$ cat src/hdl/udc_pkg.sv
package udc_pkg;

  // ----------------------------------------------------------------
  // Counter geometry
  // ----------------------------------------------------------------
  localparam int COUNT_W = 4;
  localparam logic [3:0] COUNT_TOP = 4'hf;
  localparam logic [3:0] COUNT_BOTTOM = 4'h0;
  localparam logic [3:0] COUNT_RESET = 4'h0;
  localparam int SYNC_STAGES = 2;

  // ----------------------------------------------------------------
  // Register map
  // ----------------------------------------------------------------
  localparam int ADDR_W = 4;
  localparam int DATA_W = 32;
  localparam logic [3:0] CTRL_OFFSET = 4'h0;
  localparam logic [3:0] STATE_OFFSET = 4'h4;
  localparam logic [3:0] IRQ_STATUS_OFFSET = 4'h8;
  localparam logic [3:0] IRQ_MASK_OFFSET = 4'hc;

  // Control register fields.
  localparam int CTRL_HALT_BIT = 0;
  localparam logic CTRL_HALT_RESET = 1'b0;

  // State register fields.
  localparam int STATE_COUNT_LSB = 0;
  localparam int STATE_FLAG_BIT = 4;
  localparam int STATE_DOWN_BIT = 5;
  localparam int STATE_LOAD_BIT = 6;

  // Interrupt status and mask fields.
  localparam int IRQ_W = 3;
  localparam int IRQ_FLAG_BIT = 0;
  localparam int IRQ_LOAD_BIT = 1;
  localparam int IRQ_WRAP_BIT = 2;
  localparam logic [2:0] IRQ_STATUS_RESET = 3'h0;
  localparam logic [2:0] IRQ_MASK_RESET = 3'h0;

  // ----------------------------------------------------------------
  // Carriers
  // ----------------------------------------------------------------
  typedef struct packed {
    logic load_strobe_n;
    logic count_enable_n;
    logic count_down;
    logic count_clock;
    logic [3:0] preset_value;
  } udc_pins_s;

  localparam int PINS_W = $bits(udc_pins_s);
  localparam udc_pins_s PINS_RESET = '{1'b1, 1'b1, 1'b0, 1'b0, 4'h0};

  typedef struct packed {
    logic [ADDR_W-1:0] addr;
    logic [DATA_W-1:0] wr_data;
    logic wr_stb;
    logic rd_stb;
  } udc_bus_req_s;

endpackage

$ cat src/hdl/udc_counter.sv
// Function
// - Hold a four-bit binary count, shown on the count outputs, counting up or down.
// - Load strobe low copies the preset value into the count, overriding everything else.
// - Count enable high with load released keeps the count unchanged.
// - With load released and enable low, the count moves only on count clock rises.
// - Direction low counts up on each enabled edge; direction high counts down.
// - Terminal flag is high at zero counting down or fifteen counting up.
// - Terminal flag stays high until the count or the direction changes.
// - Ripple strobe follows the count clock only while flag high and enable low.
// - Terminal flag depends on count and direction only, never on count enable.
// - Ripple strobe returns high right after the count clock rises.
module udc_counter
  import udc_pkg::*;
(
  input wire logic ref_clk,
  input wire logic reset,
  input wire logic clk_en,
  input wire logic load_strobe_n,
  input wire logic count_enable_n,
  input wire logic count_down,
  input wire logic count_clock,
  input wire logic [COUNT_W-1:0] preset_value,
  output logic [COUNT_W-1:0] count_value,
  output logic terminal_flag,
  output logic ripple_strobe_n,
  input wire logic [ADDR_W-1:0] bus_addr,
  input wire logic [DATA_W-1:0] bus_wr_data,
  input wire logic bus_wr_stb,
  input wire logic bus_rd_stb,
  output logic [DATA_W-1:0] bus_rd_data,
  output logic irq
);

  // ----------------------------------------------------------------
  // Pin synchronisation
  // ----------------------------------------------------------------
  // All pins arrive from outside this clock domain. The two-flop delay
  // means the load no longer acts instantly; it lands two cycles later.
  udc_pins_s pins_raw;
  udc_pins_s pins;
  logic [PINS_W-1:0] pins_sync;

  assign pins_raw = '{load_strobe_n, count_enable_n, count_down, count_clock, preset_value};

  udc_sync #(
    .WIDTH(PINS_W),
    .RESET_VALUE(PINS_RESET)
  ) u_pin_sync (
    .ref_clk(ref_clk),
    .reset(reset),
    .clk_en(clk_en),
    .async_in(pins_raw),
    .sync_out(pins_sync)
  );

  assign pins = udc_pins_s'(pins_sync);

  udc_bus_req_s req;

  assign req = '{bus_addr, bus_wr_data, bus_wr_stb, bus_rd_stb};

  // ----------------------------------------------------------------
  // State
  // ----------------------------------------------------------------
  typedef struct packed {
    logic [COUNT_W-1:0] count;
    logic flag;
    logic ripple_n;
    logic down;
    logic clk_prev;
    logic halt;
    logic [IRQ_W-1:0] irq_status;
    logic [IRQ_W-1:0] irq_mask;
    logic irq_out;
    logic [DATA_W-1:0] rd_data;
  } udc_state_s;

  udc_state_s s;
  udc_state_s next_s;

  logic clk_rise;
  logic count_on;
  logic loading;
  logic stepping;
  logic [IRQ_W-1:0] events;
  logic [IRQ_W-1:0] clear_bits;

  assign clk_rise = pins.count_clock & ~s.clk_prev;
  assign count_on = ~pins.count_enable_n & ~s.halt;
  assign loading = ~pins.load_strobe_n;
  assign stepping = ~loading & count_on & clk_rise;

  // ----------------------------------------------------------------
  // Next-state logic
  // ----------------------------------------------------------------
  always_comb
  begin
    next_s = s;
    events = '0;
    clear_bits = '0;
    if (clk_en)
    begin
      next_s.clk_prev = pins.count_clock;
      next_s.down = pins.count_down;
      if (loading)
      begin
        next_s.count = pins.preset_value;
      end
      else if (stepping)
      begin
        // Four-bit arithmetic wraps by itself in both directions.
        if (pins.count_down)
        begin
          next_s.count = s.count - 4'h1;
        end
        else
        begin
          next_s.count = s.count + 4'h1;
        end
      end
      // Without a step or a load the count simply holds.

      // The flag is decoded from the new count and direction only, so it
      // stays up until one of those moves and ignores count enable.
      if (pins.count_down)
      begin
        next_s.flag = (next_s.count == COUNT_BOTTOM);
      end
      else
      begin
        next_s.flag = (next_s.count == COUNT_TOP);
      end

      // Low only while the clock is low, so a rising clock releases it.
      next_s.ripple_n = ~(next_s.flag & count_on & ~pins.count_clock);

      events[IRQ_FLAG_BIT] = next_s.flag & ~s.flag;
      events[IRQ_LOAD_BIT] = loading;
      events[IRQ_WRAP_BIT] = stepping & s.flag;

      if (req.wr_stb)
      begin
        unique case (req.addr)
          CTRL_OFFSET:
          begin
            next_s.halt = req.wr_data[CTRL_HALT_BIT];
          end
          IRQ_STATUS_OFFSET:
          begin
            clear_bits = req.wr_data[IRQ_W-1:0];
          end
          IRQ_MASK_OFFSET:
          begin
            next_s.irq_mask = req.wr_data[IRQ_W-1:0];
          end
          default:
          begin
            next_s.halt = s.halt;
          end
        endcase
      end

      // A new event beats a clear landing in the same cycle.
      next_s.irq_status = (s.irq_status & ~clear_bits) | events;
      next_s.irq_out = |(next_s.irq_status & next_s.irq_mask);

      next_s.rd_data = '0;
      if (req.rd_stb)
      begin
        unique case (req.addr)
          CTRL_OFFSET:
          begin
            next_s.rd_data[CTRL_HALT_BIT] = s.halt;
          end
          STATE_OFFSET:
          begin
            next_s.rd_data[STATE_COUNT_LSB +: COUNT_W] = s.count;
            next_s.rd_data[STATE_FLAG_BIT] = s.flag;
            next_s.rd_data[STATE_DOWN_BIT] = s.down;
            next_s.rd_data[STATE_LOAD_BIT] = loading;
          end
          IRQ_STATUS_OFFSET:
          begin
            next_s.rd_data[IRQ_W-1:0] = s.irq_status;
          end
          IRQ_MASK_OFFSET:
          begin
            next_s.rd_data[IRQ_W-1:0] = s.irq_mask;
          end
          default:
          begin
            next_s.rd_data = '0;
          end
        endcase
      end
    end
  end

  // ----------------------------------------------------------------
  // State register
  // ----------------------------------------------------------------
  always_ff @(posedge ref_clk)
  begin
    if (reset)
    begin
      s <= '{
        count: COUNT_RESET,
        flag: 1'b0,
        ripple_n: 1'b1,
        down: 1'b0,
        clk_prev: 1'b0,
        halt: CTRL_HALT_RESET,
        irq_status: IRQ_STATUS_RESET,
        irq_mask: IRQ_MASK_RESET,
        irq_out: 1'b0,
        rd_data: '0
      };
    end
    else
    begin
      s <= next_s;
    end
  end

  assign count_value = s.count;
  assign terminal_flag = s.flag;
  assign ripple_strobe_n = s.ripple_n;
  assign bus_rd_data = s.rd_data;
  assign irq = s.irq_out;
endmodule

$ cat src/hdl/udc_sync.sv
module udc_sync
  import udc_pkg::*;
#(
  parameter int WIDTH = PINS_W,
  parameter logic [WIDTH-1:0] RESET_VALUE = '0
)
(
  input wire logic ref_clk,
  input wire logic reset,
  input wire logic clk_en,
  input wire logic [WIDTH-1:0] async_in,
  output logic [WIDTH-1:0] sync_out
);

  // ----------------------------------------------------------------
  // Two-stage synchroniser
  // ----------------------------------------------------------------
  // The first stage feeds only the second one; nothing else may look at it.
  typedef struct packed {
    logic [WIDTH-1:0] meta;
    logic [WIDTH-1:0] stable;
  } udc_sync_state_s;

  udc_sync_state_s s;
  udc_sync_state_s next_s;

  always_comb
  begin
    next_s = s;
    if (clk_en)
    begin
      next_s.meta = async_in;
      next_s.stable = s.meta;
    end
  end

  always_ff @(posedge ref_clk)
  begin
    if (reset)
    begin
      s <= '{RESET_VALUE, RESET_VALUE};
    end
    else
    begin
      s <= next_s;
    end
  end

  assign sync_out = s.stable;

endmodule

$ cat config.mk
export PLATFORM = sky130hd
export DESIGN_NAME = udc_counter
export DESIGN_NICKNAME = d
export VERILOG_FILES = /design/src/hdl/udc_pkg.sv /design/src/hdl/udc_counter.sv /design/src/hdl/udc_sync.sv
export SDC_FILE = /design/constraint.sdc
export NUM_CORES = 1
export LEC_CHECK = 0
export BUFFER_PORTS_ARGS = -buffer_cell sky130_fd_sc_hd__buf_2
export CORE_ASPECT_RATIO = 0.8
export CORE_MARGIN = 1.5
export CORE_UTILIZATION = 44
export DETAILED_ROUTE_END_ITERATION = 10
export GPL_TIMING_DRIVEN = 0
export PLACE_DENSITY = 0.77
export SKIP_LAST_GASP = 1
export SLEW_MARGIN = 20
export SYNTH_ARGS = -nofsm -noshare
export SYNTH_HDL_FRONTEND = slang
export SYNTH_SLANG_ARGS = --single-unit
$ cat constraint.sdc
create_clock -name ref_clk -period 2.2 [get_ports ref_clk]
set_input_delay 0.33 -clock ref_clk [delete_from_list [all_inputs] [get_ports ref_clk]]
set_output_delay 0.33 -clock ref_clk [all_outputs]
set_load 0.02 [all_outputs]
==> reports/metrics.cfg, run 1 <==
[timing]
hold_ws_ns = 0.255
min_period_ns = 2.14
skew_ns = 0.00762
hold_violations = 0
finalSetupViolCount = 0
fin_crit_sh_pct = 97.3
max_freq_ghz = 0.467
tns_ns = 0
drv_slew = 0
worst_slack_ns = 0.0601
worst_pin_slew_ns = 0.679
relSlewSlack_pct = 54.1

[cts]
holdBufCountCts = 0
cts_root_buf = clkbuf_8
clock_path_buffers = 2
numCtsBuffers = 5
clock_latency_ns = 0.29
cts_sinks = 39
clk_pin_slew_ns = 0.07
htreeDepth = 2
cts_tree = yes

[run]
max_cap_viol_count = 0

[pwr]
total_power_w = 0.00152
leakage_nw = 1.27
ir_drop_uv = 413
power.density_nw_per_um2 = 560

[cells_and_area]
antenna_cells = 0
stdcell_area_um2 = 2720
drive_gt1_share_pct = 35.3
final_cell_mix = 42 x buf_4, 36 x nor2_1, 36 x dfxtp_1
layout.nets = 357
multi_input_area_um2 = 1180
area_growth_pct = 25.0
layout_commonest_cell = buf_4
regArea_um2 = 787
nFillCells = 430

[floorplan]
die_h_um = 65.9
dieWidth_um = 81.6
core_area_um2 = 4680
dieArea_um2 = 5380
num_rows = 22
start_util_pct = 46.5
io_pins = 88

[detailed_routing]
vias = 1795
drtIter0Drc = 58
drtPass1Iterations = 4
final_antenna_net_count = 0
wl_per_cell_um = 13.1
post-route-drc-count = 0
routed_via_density = 4.90
wl_um = 4790

[global_routing]
grt_pass1_wl_um = 7620
overflow = 0
antenna_found_initial = 0
grt_max_degree = 12
track_usage_pct = 18.6
grt_pass1_vias = 1578

[synthesis]
synth_area_um2 = 2180
avgSynthCellArea_um2 = 9.22
ys_ff_latch = 39
ys_warn_count = 0
synth.largest_area_cell = dfxtp_1
synth-edff-count = 0
synthTopCellsByArea = dfxtp_1 36%, buf_4 12%, mux2i_1 12%
ys_types = 46
synth.top_cell.area_share_pct = 35.9
synth_seq_area_share_pct = 35.9
syn_inst = 236
synthArstFlopShare_pct = 0
ys.flop_type = dfxtp_1

[place]
dpl_worst_slack_ns = -0.137
port_buffers = 31
hpwlAfterDp_um = 3490
gp_congestion = 0.884
place_area_um2 = 2500

[worst_setup_path]
worstPathArrival_ns = 2.30
worstPathRequired_ns = 2.36
worst_r2r_path_depth = 7
path_max_fanout = 5
start_kind = flop
crit_type = flop to flop
end_kind = flop

[worst_hold_path]
hold_path_class = input port to flop
min_path_cells = 3

[outcome]
status = completed

## synth_stat cells, types with 3 or more instances
master	instances
dfxtp_1	39
buf_4	36
nor2_1	36
mux2i_1	26
nand2_1	11
a22oi_1	8
clkbuf_1	8
nand3_1	7
inv_1	6
a211oi_1	5
a21oi_1	5
and3_1	3
buf_1	3
mux2_2	3
## where the power goes
part / total [W] / leakage (nW) / switching (W) / internal (W)
Sequential: 0.000749 / 0.319 / 0.0000207 / 0.000728
Combinational: 0.000247 / 0.898 / 0.000140 / 0.000107
Clock: 0.000526 / 0.0515 / 0.000240 / 0.000286
Total: 0.00152 / 1.27 / 0.000401 / 0.00112
## cell type report
class                      count  area share [%]
clock buffer                   8            3.68
timing repair buffer          38            8.10
tap                           60            2.76
sequential                    39            28.9
inverter                       6           0.920
multi-input combinational    166            43.6
buffer                        49            12.1
## critical path, stage by stage (launching register included)
cell and delay, ns:
dfxtp_1 0.48, ha_4 0.27, a21oi_2 0.20, a21oi_1 0.15, a2111oi_4 0.39, nand2_2 0.12
mux2i_4 0.28, o22ai_1 0.11
## metrics by stage
stage | cells | util, %
after floorplan | 260 | -
after global placement | 351 | 53.3
after detailed placement | 351 | 53.3
after CTS | 359 | 56.0
after global routing | 366 | 58.1
final | 366 | 58.1
## layer usage
metal / global-route usage, % / routed length [um] / share of wire (%) / vias to the layer above
li1: - / - / - / 904
met1: 25.7 / 2350 / 49 / 826
met2: 28.5 / 2130 / 44 / 58
met3: 4.69 / 279 / 5.8 / 7
met4: 5.51 / 40 / 0.83 / 0
met5: 0 / 0 / 0 / -
## flip-flops by register name (all words and copies together) (netlist names)
name,cells
u_pin_sync.sync_out,8
s,9
u_pin_sync.s,8
terminal_flag,1
bus_rd_data,7
count_value,4
irq,1
ripple_strobe_n,1
## final timing paths
kind | startpoint | end | slack, ns
max reg2reg | count_value[2] | irq | 0.06
min reg2reg | u_pin_sync.s[14] | u_pin_sync.sync_out[6] | 0.48
min | load_strobe_n | u_pin_sync.s[15] | 0.26
max | count_value[2] | irq | 0.06
## cells by family after synthesis
group           Yosys count  share of synthesized area [%]
simple gates             75                           18.3
buf+inv                  55                           15.8
flops                    39                           35.9
mux                      31                           15.6
compound gates           30                           11.4
fa+ha+maj                 3                           2.07
xor+xnor                  2                          0.805
other cells               1                          0.172
## repair_timing
| item | CTS | global route |
|---|---|---|
| endpoints found under the setup margin | 4 | 4 |
| pin swaps | 0 | 5 |
| gates resized for setup | 7 | 8 |
| setup buffers | 0 | 7 |
Note: power is estimated with default switching activity, not from simulation.
==> inputs of run 2 (changes only) <==
--- a/config.mk
+++ b/config.mk
@@ -8,10 +8,11 @@
 export BUFFER_PORTS_ARGS = -buffer_cell sky130_fd_sc_hd__buf_2
 export CORE_ASPECT_RATIO = 0.8
 export CORE_MARGIN = 1.5
-export CORE_UTILIZATION = 44
+export CORE_UTILIZATION = 45
+export CTS_BUF_LIST = sky130_fd_sc_hd__clkbuf_4
 export DETAILED_ROUTE_END_ITERATION = 10
 export GPL_TIMING_DRIVEN = 0
-export PLACE_DENSITY = 0.77
+export PLACE_DENSITY = 0.78
 export SKIP_LAST_GASP = 1
 export SLEW_MARGIN = 20
 export SYNTH_ARGS = -nofsm -noshare
==> run 2 against run 1 <==
Against the previous run: core utilization shrank 1.1 points; maximum frequency shrank 1.4%; sequential power is essentially flat; flip-flop and latch count is the same; via count shrank 2.0%; global-route usage shrank 0.65 points; cell count shrank 1.1%; non-clock buffer count shrank 4; critical path type unchanged; routed wire length shrank 3.8%; die area shrank 2.1%; critical endpoint is now ripple_strobe_n; worst setup slack lost 0.031 ns; design area shrank 3.0%.
==> reports/metrics.cfg, run 2 (same netlist as run 1, synthesis figures left out) <==
[outcome]
status = completed

[pwr]
p_clk_share_pct = 26.7  ; -7.9 points
power_frac_seq_pct = 55.5  ; +6.3 points
leakage_nw = 1.23  ; -3.2%
power_switching_w = 0.000388  ; -3.4%
p_int_w = 0.000959  ; -14%
pwr-share-comb_pct = 17.8  ; +1.5 points
ir_drop_uv = 268  ; -35%
power.density_nw_per_um2 = 510  ; -8.8%
switching_share_pct = 28.8  ; +2.4 points

[worst_setup_path]
max_stage_delay_ns = 0.51  ; +0.03 ns
worstPathArrival_ns = 2.43  ; +0.13 ns
worstPathRequired_ns = 2.46  ; +0.10 ns
crit_type = flop to flop
rrSetupSlack_ns = 0.03  ; -0.03 ns
critPathSlowestCell = fa_2
path_max_fanout = 5  ; unchanged
end_kind = flop
crit_chain = buf_6 -> inv_1 -> fa_2 -> mux2i_1 -> mux2i_2 -> and4_1 -> mux2i_4 -> a2bb2oi_2
r2r-end = ripple_strobe_n
reg2reg_from = u_pin_sync.sync_out[5]
start_kind = flop
crit_family = multiplexers
crit_buf_inv = 2  ; +2
worst_r2r_path_depth = 8  ; +1

[timing]
hold_ws_ns = 0.181  ; -0.0747 ns
worst_pin_slew_ns = 0.705  ; +0.0258 ns
drv_slew = 0  ; unchanged
hold_violations = 0  ; unchanged
finalSetupViolCount = 0  ; unchanged
fin_crit_sh_pct = 98.7  ; +1.4 points
relSlewSlack_pct = 53.0  ; -1.1 points
max_freq_ghz = 0.461  ; -1.4%
min_period_ns = 2.17  ; +0.0314 ns
rsz0062_at_grt = yes
skew_ns = 0.0172  ; +0.00961 ns
worst_slack_ns = 0.0287  ; -0.0314 ns

[cells_and_area]
layout.nets = 353  ; -1.1%
drive_gt1_share_pct = 33.8  ; -1.5 points
largest-register = s
area_growth_pct = 21.3
layout_commonest_cell = buf_4
antenna_cells = 0  ; unchanged
largest_register_ffs = 9  ; unchanged
final_cell_mix = 39 x buf_4, 36 x nor2_1, 36 x dfxtp_1

[run]
max_cap_viol_count = 0  ; unchanged

[cts]
clock_path_buffers = 2  ; unchanged
htreeDepth = 2  ; unchanged
clock_latency_ns = 0.36  ; +0.07 ns
clk_pin_slew_ns = 0.11  ; +0.04 ns
cts_root_buf = clkbuf_4
numCtsBuffers = 5  ; unchanged
cts_tree = yes
cts_sinks = 39  ; unchanged
holdBufCountCts = 0  ; unchanged

[floorplan]
core_area_um2 = 4620  ; -1.2%
io_pins = 88  ; unchanged
dieWidth_um = 80.7  ; -1.1%
die_h_um = 65.2  ; -1.1%
start_util_pct = 47.1  ; +0.55 points
dieArea_um2 = 5260  ; -2.1%
num_rows = 22  ; unchanged

[detailed_routing]
wl_per_cell_um = 12.7  ; -2.8%
post-route-drc-count = 0  ; unchanged
routed_via_density = 4.86  ; -0.92%
drtPass1Iterations = 4  ; unchanged
drtIter0Drc = 91  ; +57%
wl_um = 4610  ; -3.8%
vias = 1759  ; -2.0%
final_antenna_net_count = 0  ; unchanged

[worst_hold_path]
hold_end = u_pin_sync.s[14]
hold_path_class = input port to flop
min_path_cells = 3  ; unchanged
min_from = count_enable_n

[global_routing]
track_usage_pct = 18.0  ; -0.65 points
grt_max_degree = 12  ; unchanged
grt_pass1_vias = 1457  ; -7.7%
grt_pass1_wl_um = 7160  ; -6.0%
antenna_found_initial = 0  ; unchanged
overflow = 0  ; unchanged

[place]
hpwlAfterDp_um = 3300  ; -5.4%
gp_congestion = 0.950  ; +7.5%
dpl_worst_slack_ns = -0.135  ; +0.00123 ns
port_buffers = 31  ; unchanged

## run 2: per-stage QoR
stage               TNS [ns]  util, %  cells  cell area [um2]  power, W
global route         -0.0311     57.1    362             2640   0.00142
global placement      -0.237     54.0    351             2500  0.000987
CTS                        0     55.6    359             2570   0.00135
detailed placement    -0.420     54.0    351             2500  0.000990
floorplan                  0        -    260             2270  0.000937
finish                     0     57.1    362             2640   0.00135
## run 2: timing repair
| item | CTS | global route |
|---|---|---|
| cloned | 0 | 0 |
| gates resized for setup | 7 | 7 |
| setup buffers | 0 | 3 |
| endpoints found under the setup margin | 4 | 4 |
| pin swaps | 0 | 3 |
## run 2: worst max-delay path by stage
stage / startpoint / to / slack, ns / depth (start not counted)
2_1_floorplan: u_pin_sync.sync_out[5] / terminal_flag / 0.09 / 9
3_3_place_gp: u_pin_sync.sync_out[5] / ripple_strobe_n / -0.08 / 9
3_5_place_dp: u_pin_sync.sync_out[5] / terminal_flag / -0.14 / 9
4_1_cts: u_pin_sync.sync_out[5] / terminal_flag / 0.006 / 9
5_1_grt: u_pin_sync.sync_out[5] / s[36] / -0.02 / 9
6_report: u_pin_sync.sync_out[5] / ripple_strobe_n / 0.03 / 8
## run 2: tightest hold or removal path: stages
cell	delay, ns
buf_2	0.07
mux2i_1	0.05
nand2_1	0.06
## run 2: routing by layer
| metal | global-route usage, % | vias up | part of all wire [%] | routed length [um] |
|---|---|---|---|---|
| li1 | - | 893 | - | - |
| met1 | 25.7 | 811 | 49 | 2250 |
| met2 | 25.6 | 46 | 44 | 2040 |
| met3 | 4.86 | 9 | 5.3 | 245 |
| met4 | 6.68 | 0 | 1.5 | 71 |
| met5 | 0 | - | 0 | 0 |
## run 2: cell type report
cell class	count	area (um2)
buffer	49	328
clock buffer	6	45.0
clock inverter	2	7.51
fill	426	1990
inverter	6	22.5
multi-input combinational	166	1190
sequential	39	790
tap	60	75.1
timing repair buffer	34	178
## run 2: power groups by stage
stage | Clock (W) | Combinational, W | Sequential (W)
after floorplan | 0 | 0.000179 | 0.000759
after global placement | 0 | 0.000224 | 0.000763
after detailed placement | 0 | 0.000226 | 0.000764
after CTS | 0.000370 | 0.000229 | 0.000748
after global routing | 0.000407 | 0.000260 | 0.000750
final | 0.000360 | 0.000239 | 0.000748
==> inputs of run 3 (changes only) <==
--- a/config.mk
+++ b/config.mk
@@ -6,15 +6,17 @@
 export NUM_CORES = 1
 export LEC_CHECK = 0
 export BUFFER_PORTS_ARGS = -buffer_cell sky130_fd_sc_hd__buf_2
+export CAP_MARGIN = 20
 export CORE_ASPECT_RATIO = 0.8
 export CORE_MARGIN = 1.5
-export CORE_UTILIZATION = 45
+export CORE_UTILIZATION = 46
 export CTS_BUF_LIST = sky130_fd_sc_hd__clkbuf_4
 export DETAILED_ROUTE_END_ITERATION = 10
 export GPL_TIMING_DRIVEN = 0
-export PLACE_DENSITY = 0.78
+export PLACE_DENSITY = 0.79
 export SKIP_LAST_GASP = 1
 export SLEW_MARGIN = 20
 export SYNTH_ARGS = -nofsm -noshare
 export SYNTH_HDL_FRONTEND = slang
+export SYNTH_HIERARCHICAL = 1
 export SYNTH_SLANG_ARGS = --single-unit
==> constraint.sdc (replaced) <==
create_clock -name ref_clk -period 2.2 [get_ports ref_clk]
set_input_delay 0.33 -clock ref_clk [delete_from_list [all_inputs] [get_ports ref_clk]]
set_output_delay 0.33 -clock ref_clk [all_outputs]
set_load 0.005 [all_outputs]
==> run 3 against run 2 <==
Against the previous run: routed wire length up 5.0%; worst setup slack improved by 0.055 ns; combinational power about the same; flip-flop and latch count stayed put; first-iteration DRC count fell by 27%; clock power is 33% higher; die area is 3.2% higher; non-clock buffer count up 9; critical path depth is 1 higher; design area grew 6.9%; register-to-register slack improved by 0.05 ns; maximum frequency increased by 2.6%; critical path type unchanged.
==> reports/metrics.cfg, run 3 <==
[pwr]
ir_drop_uv = 427  ; +60%
power.density_nw_per_um2 = 517  ; +1.4%
leakage_nw = 1.33  ; +8.2%
total_power_w = 0.00146  ; +8.3%

[synthesis]
avgSynthCellArea_um2 = 9.09  ; -1.4%
ys_types = 56  ; +22%
synth.top_cell.area_share_pct = 33.9  ; -1.9 points
ys_warn_count = 6  ; +6
synthArstFlopShare_pct = 0  ; unchanged
ys_ff_latch = 39  ; unchanged
syn_inst = 253  ; +7.2%
synth-edff-count = 0  ; unchanged
synthTopCellsByArea = dfxtp_1 34%, buf_4 15%, mux2i_1 9.1%
synth_seq_area_share_pct = 33.9  ; -1.9 points
synth.largest_area_cell = dfxtp_1
ys.flop_type = dfxtp_1
netlist_top_cells_count = 47 x buf_4, 40 x nor2_1, 39 x dfxtp_1
synth_most_common_cell = buf_4
synth_area_um2 = 2300  ; +5.7%

[cts]
clock_latency_ns = 0.35  ; about the same
cts_sinks = 39  ; unchanged
clock_path_buffers = 2  ; unchanged
htreeDepth = 2  ; unchanged
cts_root_buf = clkbuf_4
numCtsBuffers = 5  ; unchanged
clk_pin_slew_ns = 0.12  ; about the same
cts_tree = yes

[worst_setup_path]
crit_family = compound AO/OA/AOI/OAI gates
crit_type = flop to flop
end_kind = flop
crit_buf_inv = 2  ; unchanged
crit_chain = buf_6 -> buf_4 -> ha_1 -> a21oi_4 -> a21oi_1 -> nor4bb_4 -> nand2_2 -> mux2i_4 -> o32a_2
worstPathRequired_ns = 2.46  ; about the same
path_max_fanout = 4  ; -1
start_kind = flop
max_stage_delay_ns = 0.34  ; -0.17 ns
worstPathArrival_ns = 2.37  ; -0.06 ns
critPathSlowestCell = dfxtp_2

[detailed_routing]
wl_um = 4840  ; +5.0%
vias = 1843  ; +4.8%
post-route-drc-count = 0  ; unchanged
final_antenna_net_count = 0  ; unchanged
drtPass1Iterations = 4  ; unchanged
drtIter0Drc = 66  ; -27%
routed_via_density = 4.84  ; -0.45%
wl_per_cell_um = 12.7  ; -0.23%

[cells_and_area]
antenna_cells = 0  ; unchanged
layout_commonest_cell = buf_4
drive_gt1_share_pct = 38.0  ; +4.2 points
final_cell_mix = 50 x buf_4, 40 x nor2_1, 35 x dfxtp_1
largest-register = s
area_growth_pct = 22.6
layout.nets = 372  ; +5.4%
largest_register_ffs = 9  ; unchanged

[floorplan]
io_pins = 88  ; unchanged
core_area_um2 = 4710  ; +1.8%
die_h_um = 66.2  ; +1.6%
start_util_pct = 48.9  ; +1.8 points
num_rows = 22  ; unchanged
dieWidth_um = 82.1  ; +1.6%
dieArea_um2 = 5430  ; +3.2%

[timing]
hold_violations = 0  ; unchanged
relSlewSlack_pct = 63.5  ; +10 points
rsz0062_at_grt = yes
min_period_ns = 2.12  ; -0.0549 ns
hold_ws_ns = 0.169  ; -0.0111 ns
finalSetupViolCount = 0  ; unchanged
skew_ns = 0.0155  ; -0.00174 ns
drv_slew = 0  ; unchanged
fin_crit_sh_pct = 96.2  ; -2.5 points
tns_ns = 0  ; unchanged
max_freq_ghz = 0.473  ; +2.6%
worst_pin_slew_ns = 0.547  ; -0.157 ns

[global_routing]
grt_pass1_wl_um = 7690  ; +7.3%
overflow = 0  ; unchanged
grt_pass1_vias = 1631  ; +12%
grt_max_degree = 13  ; +1
track_usage_pct = 18.8  ; +0.80 points
antenna_found_initial = 0  ; unchanged

[place]
hpwlAfterDp_um = 3450  ; +4.4%
port_buffers = 32  ; +3.2%
gp_congestion = 0.850  ; -11%

[run]
max_cap_viol_count = 0  ; unchanged

[worst_hold_path]
hold_path_class = input port to flop

[outcome]
status = completed

[run 3: changes by cell type in the layout (fill, tap and decap cells not counted), sizes merged, moves of 3 or more]
cell    previous run  this run
mux2i             27        22
a211oi             6         2
nand4              0         3
nor2b              1         4
buf               75        87
a211o              0         4
nand2             12         8
nor3               1         6
nor2              36        40
clkbuf            14        10
[run 3: cells by family (layout without fill, tap and decap cells)]
family | count (synthesis) | after routing | share of synthesized area [%]
simple gates | 84 | 84 | 19.7
buf+inv | 63 | 107 | 19.0
flops | 39 | 39 | 33.9
compound gates | 35 | 35 | 12.1
mux | 26 | 26 | 12.4
fa+ha+maj | 3 | 3 | 1.96
xor+xnor | 2 | 2 | 0.762
other cells | 1 | 25 | 0.163
[run 3: power by group]
part | leakage, nW | switching [W] | internal, W
Clock | 0.0426 | 0.000244 | 0.000234
Sequential | 0.320 | 0.0000165 | 0.000728
Combinational | 0.966 | 0.000118 | 0.000119
Total | 1.33 | 0.000378 | 0.00108
[run 3: timing repair]
| action | in CTS | in global routing |
|---|---|---|
| buffers inserted | 4 | 0 |
| gates resized for setup | 14 | 6 |
| endpoints found under the setup margin | 4 | 4 |
| pin swaps | 5 | 3 |
| hold buffers | 0 | 0 |
| hold endpoints to repair | 0 | 0 |
[run 3: metal layers]
metal | wire length [um] | global-route usage (%) | share of wire, % | vias to the layer above
met1 | 2280 | 24.6 | 47 | 833
met4 | 97 | 8.05 | 2.0 | 0
li1 | - | - | - | 953
met2 | 2210 | 29.6 | 46 | 48
met5 | 0 | 0 | 0 | -
met3 | 248 | 3.72 | 5.1 | 9
[run 3: path summary, 6_finish.rpt]
kind	from	end	slack, ns	cells after the start
worst min register to register	u_pin_sync/s[14]	u_pin_sync/sync_out[6]	0.48	1
worst max register to register	u_pin_sync/sync_out[5]	ripple_strobe_n	0.08	9
worst max-delay path	u_pin_sync/sync_out[5]	ripple_strobe_n	0.08	9
worst min-delay path	count_enable_n	u_pin_sync/s[14]	0.17	2
[run 3: per-stage QoR]
stage | std cells | setup slack [ns] | utilization (%) | area, um2
after detailed placement | 369 | -0.230 | 55.8 | 2630
final | 381 | 0.0836 | 59.9 | 2820
after CTS | 381 | 0.0169 | 59.3 | 2790
after global routing | 381 | -0.00172 | 59.9 | 2820
after floorplan | 277 | 0.0167 | - | 2390
after global placement | 369 | -0.193 | 55.8 | 2630
[run 3: area by class of cell]
type                    count  area [um2]
repair buffers             36         190
fillers                   441        1890
plain buffers              56         415
well taps                  60        75.1
inverters                   7        26.3
multi-input cells         175        1250
clock buffers               5        37.5
clock inverters             3        38.8
flip-flops and latches     39         791
